File: src/design/usb_dev_irq_cfg.svh
// Register map, field positions and reset values for the device interrupt enable block.
`ifndef USB_DEV_IRQ_CFG_SVH
`define USB_DEV_IRQ_CFG_SVH
`define ADDR_W 16
`define DATA_W 16
`define EP_CNT 8
`define OFS_P1_IRQ_EN 16'hC08C
`define OFS_P2_IRQ_EN 16'hC0AC
`define OFS_P1_STATUS 16'hC090
`define OFS_P2_STATUS 16'hC0B0
`define OFS_P1_FRAME 16'hC092
`define OFS_P2_FRAME 16'hC0B2
`define OFS_P1_SOF_CNT 16'hC094
`define OFS_P2_SOF_CNT 16'hC0B4
`define OFS_NAK_EN 16'hC0F0
`define BIT_VBUS 15
`define BIT_ID 14
`define BIT_TMO 11
`define BIT_SOF 9
`define BIT_RST 8
`define P1_EN_MASK 16'hCB00
`define P2_EN_MASK 16'h0B00
`define P1_STS_MASK 16'hCB00
`define P2_STS_MASK 16'h0B00
`define EP_MASK 16'h00FF
`define RST_ZERO 16'h0000
`define SOF_CNT_RST 16'h2EE0
`define ONE_16 16'h0001
`endif

File: src/design/usb_dev_irq_pkg.sv
// Types shared by the device interrupt enable block.
package usb_dev_irq_pkg;
  typedef logic [15:0] word_t;
  typedef enum logic [0:0] {ST_IDLE = 1'b0, ST_RUN = 1'b1} tmo_state_t;
endpackage

File: src/design/usb_dev_irq_top.sv
// Top of the two-port device interrupt enable block with its register port.
`timescale 1ns/1ps
`include "usb_dev_irq_cfg.svh"
module usb_dev_irq_top
  import usb_dev_irq_pkg::*;
(
  input wire logic i_ref_clk,
  input wire logic i_nrst,
  input wire logic [15:0] i_addr,
  input wire logic [15:0] i_wdata,
  input wire logic i_wr,
  input wire logic i_rd,
  output logic [15:0] o_rdata,
  input wire logic i_vbus_valid,
  input wire logic i_otg_id,
  input wire logic [1:0] i_sof_eop,
  input wire logic [1:0] i_bus_reset,
  input wire logic [15:0] i_ep_ack,
  input wire logic [15:0] i_ep_stall,
  input wire logic [15:0] i_ep_timeout,
  input wire logic [15:0] i_ep_in_exc,
  input wire logic [15:0] i_ep_out_exc,
  input wire logic [15:0] i_ep_nak,
  output logic o_irq1,
  output logic o_irq2
);
  word_t rdata_reg, rdata_next, nak_en_reg;
  word_t en1, en2, sts1, sts2, frm1, frm2, cnt1, cnt2;
  logic vbus_s1_reg, vbus_s2_reg, id_s1_reg, id_s2_reg;

  // Address decode for the two ports and the shared NAK enable word.
  wire logic hit_en1 = (i_addr == `OFS_P1_IRQ_EN);
  wire logic hit_en2 = (i_addr == `OFS_P2_IRQ_EN);
  wire logic hit_st1 = (i_addr == `OFS_P1_STATUS);
  wire logic hit_st2 = (i_addr == `OFS_P2_STATUS);
  wire logic hit_fr1 = (i_addr == `OFS_P1_FRAME);
  wire logic hit_fr2 = (i_addr == `OFS_P2_FRAME);
  wire logic hit_ct1 = (i_addr == `OFS_P1_SOF_CNT);
  wire logic hit_ct2 = (i_addr == `OFS_P2_SOF_CNT);
  wire logic hit_nak = (i_addr == `OFS_NAK_EN);

  // Read mux; unmapped addresses read as zero.
  assign rdata_next = !i_rd ? `RST_ZERO :
    hit_en1 ? en1 : hit_en2 ? en2 : hit_st1 ? sts1 : hit_st2 ? sts2 :
    hit_fr1 ? frm1 : hit_fr2 ? frm2 : hit_ct1 ? cnt1 : hit_ct2 ? cnt2 :
    hit_nak ? nak_en_reg : `RST_ZERO;

  // VBUS and ID pins are double-synchronised; read data stands only in the cycle after the strobe.
  always_ff @(posedge i_ref_clk or negedge i_nrst)
  begin
    if (!i_nrst)
    begin
      rdata_reg <= `RST_ZERO;
      nak_en_reg <= `RST_ZERO;
      vbus_s1_reg <= 1'b0;
      vbus_s2_reg <= 1'b0;
      id_s1_reg <= 1'b0;
      id_s2_reg <= 1'b0;
    end
    else
    begin
      rdata_reg <= rdata_next;
      if (i_wr && hit_nak)
        nak_en_reg <= i_wdata;
      vbus_s1_reg <= i_vbus_valid;
      vbus_s2_reg <= vbus_s1_reg;
      id_s1_reg <= i_otg_id;
      id_s2_reg <= id_s1_reg;
    end
  end
  assign o_rdata = rdata_reg;

  // Port one carries VBUS and ID enables; bits 15, 14, 11, 9, 8 and 7..0 gate events.
  usb_dev_port_irq #(.EN_MASK(`P1_EN_MASK)) u_port1 (
    .i_ref_clk(i_ref_clk), .i_nrst(i_nrst),
    .i_vbus_sync(vbus_s2_reg), .i_id_sync(id_s2_reg),
    .i_sof_eop(i_sof_eop[0]), .i_bus_reset(i_bus_reset[0]),
    .i_ep_ack(i_ep_ack[7:0]), .i_ep_stall(i_ep_stall[7:0]),
    .i_ep_timeout(i_ep_timeout[7:0]), .i_ep_in_exc(i_ep_in_exc[7:0]),
    .i_ep_out_exc(i_ep_out_exc[7:0]), .i_ep_nak(i_ep_nak[7:0]),
    .i_nak_en(nak_en_reg[7:0]),
    .i_en_wr(i_wr && hit_en1), .i_sts_wr(i_wr && hit_st1), .i_cnt_wr(i_wr && hit_ct1),
    .i_wdata(i_wdata),
    .o_enable(en1), .o_status(sts1), .o_frame(frm1), .o_sof_cnt(cnt1), .o_irq(o_irq1)
  );

  // Port two has no OTG pins, so its VBUS and ID positions stay reserved.
  usb_dev_port_irq #(.EN_MASK(`P2_EN_MASK)) u_port2 (
    .i_ref_clk(i_ref_clk), .i_nrst(i_nrst),
    .i_vbus_sync(1'b0), .i_id_sync(1'b0),
    .i_sof_eop(i_sof_eop[1]), .i_bus_reset(i_bus_reset[1]),
    .i_ep_ack(i_ep_ack[15:8]), .i_ep_stall(i_ep_stall[15:8]),
    .i_ep_timeout(i_ep_timeout[15:8]), .i_ep_in_exc(i_ep_in_exc[15:8]),
    .i_ep_out_exc(i_ep_out_exc[15:8]), .i_ep_nak(i_ep_nak[15:8]),
    .i_nak_en(nak_en_reg[15:8]),
    .i_en_wr(i_wr && hit_en2), .i_sts_wr(i_wr && hit_st2), .i_cnt_wr(i_wr && hit_ct2),
    .i_wdata(i_wdata),
    .o_enable(en2), .o_status(sts2), .o_frame(frm2), .o_sof_cnt(cnt2), .o_irq(o_irq2)
  );

  a_p2_reserved: assert property (@(posedge i_ref_clk) disable iff (!i_nrst)
    en2[15:14] == 2'b00) else $error("port two OTG enables set");
  a_en_write: assert property (@(posedge i_ref_clk) disable iff (!i_nrst)
    (i_wr && hit_en1) |=> en1 == ($past(i_wdata) & (`P1_EN_MASK | `EP_MASK)))
    else $error("enable write lost");
  a_rst_flag: assert property (@(posedge i_ref_clk) disable iff (!i_nrst)
    i_bus_reset[0] |=> sts1[`BIT_RST]) else $error("reset flag missed");
  a_ep_irq: assert property (@(posedge i_ref_clk) disable iff (!i_nrst)
    (i_ep_ack[0] && en1[0]) |=> o_irq1) else $error("ep irq missed");
  a_vbus_edge: assert property (@(posedge i_ref_clk) disable iff (!i_nrst)
    $changed(vbus_s2_reg) |=> sts1[15]) else $error("vbus edge missed");
  // Endpoint three is the one the bench drives with NAK answers.
  a_nak_gate: assert property (@(posedge i_ref_clk) disable iff (!i_nrst)
    (i_ep_nak[3] && nak_en_reg[3]) |=> sts1[3]) else $error("nak event missed");
  a_clear_w1c: assert property (@(posedge i_ref_clk) disable iff (!i_nrst)
    (i_wr && hit_st1 && i_wdata[8] && !i_bus_reset[0]) |=> !sts1[8]) else $error("clear failed");
  a_read_data: assert property (@(posedge i_ref_clk) disable iff (!i_nrst)
    (i_rd && hit_en1) |=> o_rdata == $past(en1)) else $error("read data wrong");
  c_irq1: cover property (@(posedge i_ref_clk) disable iff (!i_nrst) $rose(o_irq1));
  c_irq2: cover property (@(posedge i_ref_clk) disable iff (!i_nrst) $rose(o_irq2));
  c_timeout: cover property (@(posedge i_ref_clk) disable iff (!i_nrst) sts1[11]);
endmodule

File: src/design/usb_dev_port_irq.sv
// One device port: sticky status flags, SOF/EOP timeout counter and frame counter.
`timescale 1ns/1ps
`include "usb_dev_irq_cfg.svh"
module usb_dev_port_irq
  import usb_dev_irq_pkg::*;
#(
  parameter word_t EN_MASK = `P1_EN_MASK
)
(
  input wire logic i_ref_clk,
  input wire logic i_nrst,
  input wire logic i_vbus_sync,
  input wire logic i_id_sync,
  input wire logic i_sof_eop,
  input wire logic i_bus_reset,
  input wire logic [7:0] i_ep_ack,
  input wire logic [7:0] i_ep_stall,
  input wire logic [7:0] i_ep_timeout,
  input wire logic [7:0] i_ep_in_exc,
  input wire logic [7:0] i_ep_out_exc,
  input wire logic [7:0] i_ep_nak,
  input wire logic [7:0] i_nak_en,
  input wire logic i_en_wr,
  input wire logic i_sts_wr,
  input wire logic i_cnt_wr,
  input wire logic [15:0] i_wdata,
  output logic [15:0] o_enable,
  output logic [15:0] o_status,
  output logic [15:0] o_frame,
  output logic [15:0] o_sof_cnt,
  output logic o_irq
);
  word_t en_reg, en_next, sts_reg, sts_next, ev, frame_reg, frame_next;
  word_t cnt_reg, cnt_next, tmr_reg, tmr_next;
  logic vbus_d_reg, id_d_reg, tmo_ev, irq_reg;
  tmo_state_t st_reg, st_next;
  wire logic [7:0] ep_done;

  // Both edges of the OTG levels count; the reserved mask drops them on port two.
  wire logic vbus_edge = vbus_d_reg ^ i_vbus_sync;
  wire logic id_edge = id_d_reg ^ i_id_sync;
  // Transaction done: ACK, STALL, timeout, exceptions, and NAK when enabled.
  assign ep_done = i_ep_ack | i_ep_stall | i_ep_timeout | i_ep_in_exc | i_ep_out_exc
    | (i_ep_nak & i_nak_en);
  // Timeout is armed by the first SOF/EOP so an idle bus after reset stays quiet.
  assign tmo_ev = (st_reg == ST_RUN) && !i_sof_eop && (tmr_reg == cnt_reg);
  always_comb
  begin
    ev = `RST_ZERO;
    ev[`BIT_VBUS] = vbus_edge;
    ev[`BIT_ID] = id_edge;
    ev[`BIT_TMO] = tmo_ev;
    ev[`BIT_SOF] = i_sof_eop;
    ev[`BIT_RST] = i_bus_reset;
    ev[7:0] = ep_done;
  end
  // Reserved enable bits are forced to zero whatever software writes.
  assign en_next = i_en_wr ? (i_wdata & (EN_MASK | `EP_MASK)) : en_reg;
  // Write one clears; a new event in the same cycle wins over the clear.
  assign sts_next = ((sts_reg & ~(i_sts_wr ? i_wdata : `RST_ZERO)) | ev)
    & (EN_MASK | `EP_MASK);
  // Frame counts timeouts since the last SOF/EOP, restarting on each marker.
  assign frame_next = i_sof_eop ? `RST_ZERO : (tmo_ev ? frame_reg + `ONE_16 : frame_reg);
  assign cnt_next = i_cnt_wr ? i_wdata : cnt_reg;
  assign tmr_next = (i_sof_eop || tmo_ev) ? `RST_ZERO : tmr_reg + `ONE_16;
  assign st_next = i_sof_eop ? ST_RUN : st_reg;

  // Status and enable state; all enables clear on reset.
  always_ff @(posedge i_ref_clk or negedge i_nrst)
  begin
    if (!i_nrst)
    begin
      en_reg <= `RST_ZERO;
      sts_reg <= `RST_ZERO;
      frame_reg <= `RST_ZERO;
      cnt_reg <= `SOF_CNT_RST;
      tmr_reg <= `RST_ZERO;
      st_reg <= ST_IDLE;
      vbus_d_reg <= 1'b0;
      id_d_reg <= 1'b0;
      irq_reg <= 1'b0;
    end
    else
    begin
      en_reg <= en_next;
      sts_reg <= sts_next;
      frame_reg <= frame_next;
      cnt_reg <= cnt_next;
      tmr_reg <= tmr_next;
      st_reg <= st_next;
      vbus_d_reg <= i_vbus_sync;
      id_d_reg <= i_id_sync;
      irq_reg <= |(sts_next & en_next);
    end
  end
  assign o_enable = en_reg;
  assign o_status = sts_reg;
  assign o_frame = frame_reg;
  assign o_sof_cnt = cnt_reg;
  assign o_irq = irq_reg;

  a_irq_follows: assert property (@(posedge i_ref_clk) disable iff (!i_nrst)
    (|(sts_reg & en_reg)) == irq_reg) else $error("irq not matching flags");
  a_sof_flag_set: assert property (@(posedge i_ref_clk) disable iff (!i_nrst)
    i_sof_eop |=> sts_reg[`BIT_SOF]) else $error("sof flag missed");
endmodule

File: config.mk
export PLATFORM = sky130hd
export DESIGN_NAME = usb_dev_irq_top
export DESIGN_NICKNAME = d
export VERILOG_FILES = /design/src/design/usb_dev_irq_pkg.sv /design/src/design/usb_dev_irq_top.sv /design/src/design/usb_dev_port_irq.sv
export VERILOG_INCLUDE_DIRS = /design/src /design/src/design
export SDC_FILE = /design/constraint.sdc
export NUM_CORES = 1
export LEC_CHECK = 0
export ABC_CLOCK_PERIOD_IN_PS = 3100
export BUFFER_PORTS_ARGS = -buffer_cell sky130_fd_sc_hd__buf_2
export CORE_MARGIN = 2
export CORE_UTILIZATION = 25
export CTS_BUF_LIST = sky130_fd_sc_hd__clkbuf_4 sky130_fd_sc_hd__clkbuf_8
export CTS_CLUSTER_DIAMETER = 50
export DETAILED_ROUTE_END_ITERATION = 16
export SLEW_MARGIN = 20
export SYNTH_ARGS = -nofsm -noshare
export SYNTH_HDL_FRONTEND = slang
export SYNTH_HIERARCHICAL = 1
export SYNTH_SLANG_ARGS = --single-unit
export TNS_END_PERCENT = 20
File: constraint.sdc
create_clock -name i_ref_clk -period 3.1 [get_ports i_ref_clk]
set_input_delay 0.31 -clock i_ref_clk [delete_from_list [all_inputs] [get_ports i_ref_clk]]
set_output_delay 0.31 -clock i_ref_clk [all_outputs]
set_load 0.05 [all_outputs]
## Word-level counts from Yosys, hierarchy flattened

Cells that the tools add are included.

| operators by class | value |
|---|---|
| add/sub/neg operators | 4 |
| equal/unequal tests | 11 |
| mux-type cells | 20 |
| bitwise logic cells | 22 |
| reduce and logical (&&, ||, !) cells | 19 |

Operators with widths:

| operator | number |
|---|---|
| 16-bit 2-to-1 mux | 19 |
| 16-bit == test, second input constant | 9 |
| 8-bit OR | 10 |
| 16-bit by 1-bit adder with 16-bit output, second input constant | 4 |
| 16-bit AND | 2 |
| 16-bit == test | 2 |
| 16-bit OR reduction | 2 |
| 12-bit by 16-bit AND with 16-bit output | 1 |
| 8-bit AND | 2 |
| 16-bit NOT | 1 |
| 16-bit OR | 1 |
| 12-bit AND | 1 |
| 12-bit 2-to-1 mux | 1 |
| 12-bit NOT | 1 |
| 12-bit OR | 1 |
| 1-bit logical AND | 11 |
| 2-bit nonzero test | 2 |
| 1-bit zero test | 2 |
| 1-bit logical OR | 2 |
| 1-bit XOR | 2 |

| word-level totals | value |
|---|---|
| flip-flop bits (word level) | 194 |
| word-level logic and storage cells | 98 |

## Longest topological paths before layout

Gate-level depths: netlist of the first run.

| depth | value |
|---|---|
| depth in word-level cells | 11 |
| mapped depth | 12 |

## By module

The synthesis of the first run kept the hierarchy.

By module, submodules not included:

| module | times used | cells each | area an instance (um2) | seq. area each (um2) |
|---|---|---|---|---|
| usb_dev_port_irq (u_port1) | 1 | 358 | 3940.0 | 1960.6 |
| usb_dev_port_irq (u_port2) | 1 | 343 | 3667.3 | 1810.5 |
| usb_dev_irq_top | 1 | 283 | 2563.7 | 900.9 |

## Worst setup path after synthesis of the first run

OpenSTA, ideal clock, no wires.

| path | value |
|---|---|
| kind | input port to flip-flop |
| start | input i_addr[9] |
| end | register u_port1.irq_reg (netlist: u_port1/o_irq) |
| data arrival time | 3299 ps |
| required time | 2956 ps |
| slack | -343 ps |
| stages | 12 |
| path buffers | 3 |
| cells stage by stage | nor4bb_1 -> nand2_1 -> or4_1 -> clkbuf_1 -> clkbuf_1 -> nor2_1 -> buf_1 -> mux2_2 -> o21ai_0 -> nand4_1 -> a2111oi_0 -> o211ai_1 |

| on the way | value |
|---|---|
| elaborated cells between the ends (all ways) | 11 |
| classes of those cells | 2 x eq/ne; 2 x mux; 4 x bitwise; 3 x reduce/logical |

RTL lines:

| what | RTL line | text |
|---|---|---|
| start, declared | usb_dev_irq_top.sv:9 | `input wire logic [15:0] i_addr,` |
| 16-bit == test (no line) | n/a |  |
| 1-bit logical AND | usb_dev_irq_top.sv:82 | `.i_en_wr(i_wr && hit_en1), .i_sts_wr(i_wr && hit_st1), .i_cnt_wr(i_wr && hit_ct1),` |
| 16-bit 2-to-1 mux | usb_dev_port_irq.sv:58 | `` assign en_next = i_en_wr ? (i_wdata & (EN_MASK \| `EP_MASK)) : en_reg; `` |
| via u_port1.en_next[15] | usb_dev_port_irq.sv:33 | `word_t en_reg, en_next, sts_reg, sts_next, ev, frame_reg, frame_next;` |
| 16-bit AND | usb_dev_port_irq.sv:93 | `irq_reg <= \|(sts_next & en_next);` |
| 16-bit OR reduction | usb_dev_port_irq.sv:93 |  |
| end signal, assigned | usb_dev_port_irq.sv:93 |  |
| end, declared | usb_dev_port_irq.sv:35 | `logic vbus_d_reg, id_d_reg, tmo_ev, irq_reg;` |

The timed path passes the listed nets, and every way through them passes these cells.
A chain may end at the register's enable or synchronous reset.

## Worst setup path after layout of the first run

| path | value |
|---|---|
| start | register u_port1.cnt_reg[9] (netlist: u_port1/o_sof_cnt[9]) |
| end | register u_port1.frame_reg[15] (netlist: u_port1/o_frame[15]) |

| on the way | value |
|---|---|
| longest elaborated chain between the ends | 3 |

RTL lines:

| what | RTL line | text |
|---|---|---|
| start, declared | usb_dev_port_irq.sv:34 | `word_t cnt_reg, cnt_next, tmr_reg, tmr_next;` |
| start signal, assigned | usb_dev_port_irq.sv:76 | `` cnt_reg <= `SOF_CNT_RST; `` |
| start signal, assigned | usb_dev_port_irq.sv:88 | `cnt_reg <= cnt_next;` |
| 16-bit == test | usb_dev_port_irq.sv:46 | `assign tmo_ev = (st_reg == ST_RUN) && !i_sof_eop && (tmr_reg == cnt_reg);` |
| 1-bit logical AND | usb_dev_port_irq.sv:46 |  |
| 2-bit nonzero test (no line) | n/a |  |
| end signal, assigned | usb_dev_port_irq.sv:75 | `` frame_reg <= `RST_ZERO; `` |
| end signal, assigned | usb_dev_port_irq.sv:87 | `frame_reg <= frame_next;` |
| end, declared | usb_dev_port_irq.sv:33 |  |

Every way passes these cells.

==> results of run 1 <==
cell type report:
type / count / area [um2] / area share, %
Tap cell: 525 / 656.9 / 5.394
Inverter: 17 / 63.81 / 0.5240
Clock inverter: 13 / 162.7 / 1.336
Antenna cell: 1 / 2.502 / 0.02055
Sequential cell: 186 / 4672 / 38.36
Multi-Input combinational cell: 732 / 5160 / 42.37
Timing Repair Buffer: 205 / 1205 / 9.894
Clock buffer: 19 / 255.2 / 2.096
critical path, delay by kind of cell (launching register included):
kind	cells	cell delay, ns
simple gates	3	1.25
buf+inv	1	0.23
flops	1	0.58
mux	1	0.37
xor+xnor	1	0.09
worst max-delay path by stage:
stage / from / to / cells after the start
floorplan: i_addr[9] / u_port2/o_irq / 11
global placement: i_addr[1] / u_port2/o_irq / 10
detailed placement: i_addr[1] / u_port2/o_irq / 10
CTS: u_port1/o_sof_cnt[9] / u_port1/o_frame[15] / 6
global route: i_addr[1] / u_port2/o_irq / 10
finish: u_port1/o_sof_cnt[9] / u_port1/o_frame[15] / 6
layer usage:
layer	global-route usage (%)	vias up	routed length, um
met5	0	-	12
met4	6.603	2	1141
met3	3.389	54	2182
met2	24.83	281	15360
met1	21.28	4243	14520
li1	-	3904	-
cells in the final DEF, fill, tap and decap left out, types with 25 or more instances in the layout:
master / count
a21oi_1: 41
mux2_2: 80
xnor2_1: 25
nand3_1: 42
xor2_1: 37
dfrtp_1: 172
buf_4: 44
buf_2: 154
nand2_1: 94
nor2_1: 70
power breakdown:
group | total (mW) | leakage [nW] | internal (mW) | switching [mW]
logic | 0.442 | 2.82 | 0.157 | 0.285
registers | 2.48 | 2.39 | 2.45 | 0.0290
clock network | 1.72 | 0.207 | 0.771 | 0.947
total | 4.64 | 5.42 | 3.37 | 1.26
through the flow:
step	power (mW)	util [%]
4_1_cts	4.677	30.50
3_5_place_dp	2.961	29.38
3_3_place_gp	2.954	29.38
6_report	4.636	30.51
2_1_floorplan	2.715	-
5_1_grt	4.840	30.50
timing repair:
| item | in CTS | in global routing |
|---|---|---|
| endpoints found under the hold margin | 79 | 0 |
| buffers inserted | 0 | 0 |
| hold buffers | 3 | 0 |
==> out/results.tsv, run 1 <==
metric	value	unit
slowest_delay	0.58	ns
gp_congestion	0.8703	
rsz0062_at_grt	false	
cp-end-kind	flop	
place_inst	1662	
routedWlPerCell	19.56	um
tightest_slew	0.7915	ns
port_buffers	155	
path_cells	xor2_1 > or4_1 > or3_1 > buf_4 > nor3_1 > mux2_2	
drt_pass1_iterations	5	
reg2reg_to	u_port1/o_frame[15]	
grt_usage	15.90	%
whs	0.04174	ns
wl	33220	um
antenna_found_initial	1	
avgSynthCellArea	10.34	um2
syn2layout_area_growth	19.78	%
syn_inst	983	
route.detailed.drc	0	
p_per_area	380.7	nW/um2
core_area	39910	um2
fin_area	12180	um2
clk_path_buf_depth	2	
die_area	42300	um2
setup_violations	0	
drv_cap	0	
clk_pin_slew	0.10	ns
holdPathEnd	u_port1/o_status[1]	
cts_resized	0	
io_pins	156	
cpMaxStageDelayCell	dfstp_2	
drt-vias-per-instance	4.996	
final_layout_size_suffix_gt1_share	32.76	%
ant_nets	0	
htreeDepth	4	
grt_pass1_vias	8362	
drv_slew	0	
timing.rr.start	u_port1/o_sof_cnt[9]	
worstPathMaxFanout	15	
whs_path_depth	3	
finalWorstSetupSlack	0.4548	ns
fin_setup_tns	0	ns
reg2reg_slack	0.45	ns
vias	8484	
die_y	205.7	um
peakVddDrop	305.8	uV
netlist_area	10170	um2
path_class	reg2reg	
worstSkewPairLatency	0.48	ns
min_period	2.645	ns
rows	73	
hold_viol_final	0	
rr_worst_depth	6	
grt-ovfl-total	0	
grt_max_degree	82	
start_util	25.47	%
cts_inserted_buffers	17	
nets	1301	
n_fill_cell	4110	
tritoncts	done	
cts_root_buf	clkbuf_8	
dpl_worst_slack	-0.006843	ns
placedInstanceArea	11730	um2
min_period_over_period	85.33	%
finClkSkew	0.02206	ns
fmax	378.0	MHz
grt_pass1_wl	50240	um
required	3.47	ns
power_leakage	5.423	nW
start_kind	flop	
fin_cells	1698	
status	complete, no violations	
drt_iter0_drc	638	
min_path_type	in2reg	
min_from	i_ep_out_exc[1]	
ys_warn_count	6	
clkSinkCount	186	
die_width	205.7	um
post-dp-hpwl	25690	um
critPathArrivalTime	3.01	ns
slew_headroom	47.24	%
No activity file was read; power rests on OpenSTA's default activity.
==> run 2: changes to the inputs <==
PLACE_DENSITY = 0.47   (was not set)
==> out/results.tsv, run 2 (synthesis results as in run 1) <==
metric	value	unit
grt-ovfl-total	0	
port_buffers	155	
drt-vias-per-instance	4.926	
rows	73	
cts_inserted_buffers	17	
setup_violations	0	
dpl_worst_slack	-0.1888	ns
status	complete, no violations	
io_pins	156	
gr-usage-met2	26.09	%
clkSinkCount	186	
n_fill_cell	4130	
tightest_slew	0.8016	ns
clk_path_buf_depth	2	
required	3.47	ns
antenna_found_initial	1	
power	4.685	mW
fin_area	12270	um2
p_per_area	381.8	nW/um2
cp-end-kind	flop	
drt_pass1_iterations	5	
drv_cap	0	
drv_slew	0	
reg2reg_slack	0.47	ns
cts_setup_buffers	0	
grt_pass1_wl	53350	um
worstPathMaxFanout	8	
met3_usage	3.247	%
final_common_cell	dfrtp_1	
place_inst	1670	
peakVddDrop	248.4	uV
min_period	2.803	ns
route.detailed.drc	0	
placedInstanceArea	11810	um2
slew_headroom	46.24	%
critPathArrivalTime	3.17	ns
met1_usage	24.88	%
grt_max_degree	80	
gp_congestion	0.8509	
grt_usage	17.32	%
syn2layout_area_growth	20.70	%
finClkSkew	0.02679	ns
path_class	in2reg	
hold_viol_final	0	
clk_pin_slew	0.12	ns
worstSkewPairLatency	0.51	ns
htreeDepth	4	
grt_pass1_vias	8189	
die_y	205.7	um
die_width	205.7	um
wl	36170	um
finalWorstSetupSlack	0.2973	ns
power_leakage	5.481	nW
core_area	39910	um2
die_area	42300	um2
fmax	356.8	MHz
whs	0.03862	ns
min_path_type	in2reg	
final_cell_mix	dfrtp_1 (172), buf_2 (154), nand2_1 (94), mux2_2 (80), nor2_1 (70)	
drt_iter0_drc	549	
post-dp-hpwl	27380	um
fin_cells	1707	
tritoncts	done	
min_period_over_period	90.41	%
start_kind	input pin	
vias	8408	
ant_nets	0	
nets	1311	
routedWlPerCell	21.19	um
final_layout_size_suffix_gt1_share	33.16	%
busiest_layer	met2	
diodes	0	
rsz0062_at_grt	false	
start_util	25.47	%
cts_root_buf	clkbuf_8	
## run 2: final timing paths
path | end | cells after the start | start
min reg2reg | id_s2_reg | 0 | id_s1_reg
min | u_port1/o_status[8] | 2 | i_bus_reset[0]
min in group asynchronous | u_port1/o_frame[14] | 2 | i_nrst
max | u_port1/o_irq | 13 | i_addr[1]
max reg2reg | u_port1/o_frame[10] | 6 | u_port1/o_sof_cnt[9]
max in group asynchronous | u_port1/o_sof_cnt[9] | 3 | i_nrst
## run 2: repair_timing
item / 4_1_cts / 5_1_grt
gates resized for setup: 0 / 0
hold buffers: 5 / 0
hold endpoints to repair: 68 / 0
## run 2: layout make-up
type | instances | area, um2 | area share [%]
Tap cell | 525 | 656.9 | 5.353
Clock inverter | 15 | 175.2 | 1.427
Multi-Input combinational cell | 732 | 5160 | 42.05
Timing Repair Buffer | 215 | 1310 | 10.67
Inverter | 17 | 63.81 | 0.5200
Clock buffer | 17 | 234.0 | 1.907
Sequential cell | 186 | 4672 | 38.07
## run 2: through the flow
step	util, %	TNS, ns
global placement	29.59	-0.3342
finish	30.75	0
global route	30.75	0
CTS	30.75	0
detailed placement	29.59	-0.2609
floorplan	-	-0.02394
## run 2: layer usage
metal | wire length (um) | up-vias
met1 | 17290 | 4186
met3 | 1907 | 41
met5 | 13 | -
met4 | 833 | 2
met2 | 16130 | 250
li1 | - | 3929
## run 2: worst max-delay path, stage by stage
cell and delay, ns:
buf_2 0.11, nor4b_1 0.29, nand3_1 0.11, buf_4 0.17, or4_1 0.53, nor2_2 0.17
buf_12 0.15, mux2_2 0.35, o21ai_0 0.10, nand4_1 0.14, a2111oi_0 0.45, buf_4 0.18
o211ai_1 0.08
## run 2: power by group
group	internal [mW]	leakage [nW]	total, mW	switching, mW
Combinational	0.161	2.88	0.460	0.299
Clock	0.685	0.207	1.75	1.06
Sequential	2.45	2.39	2.48	0.0315
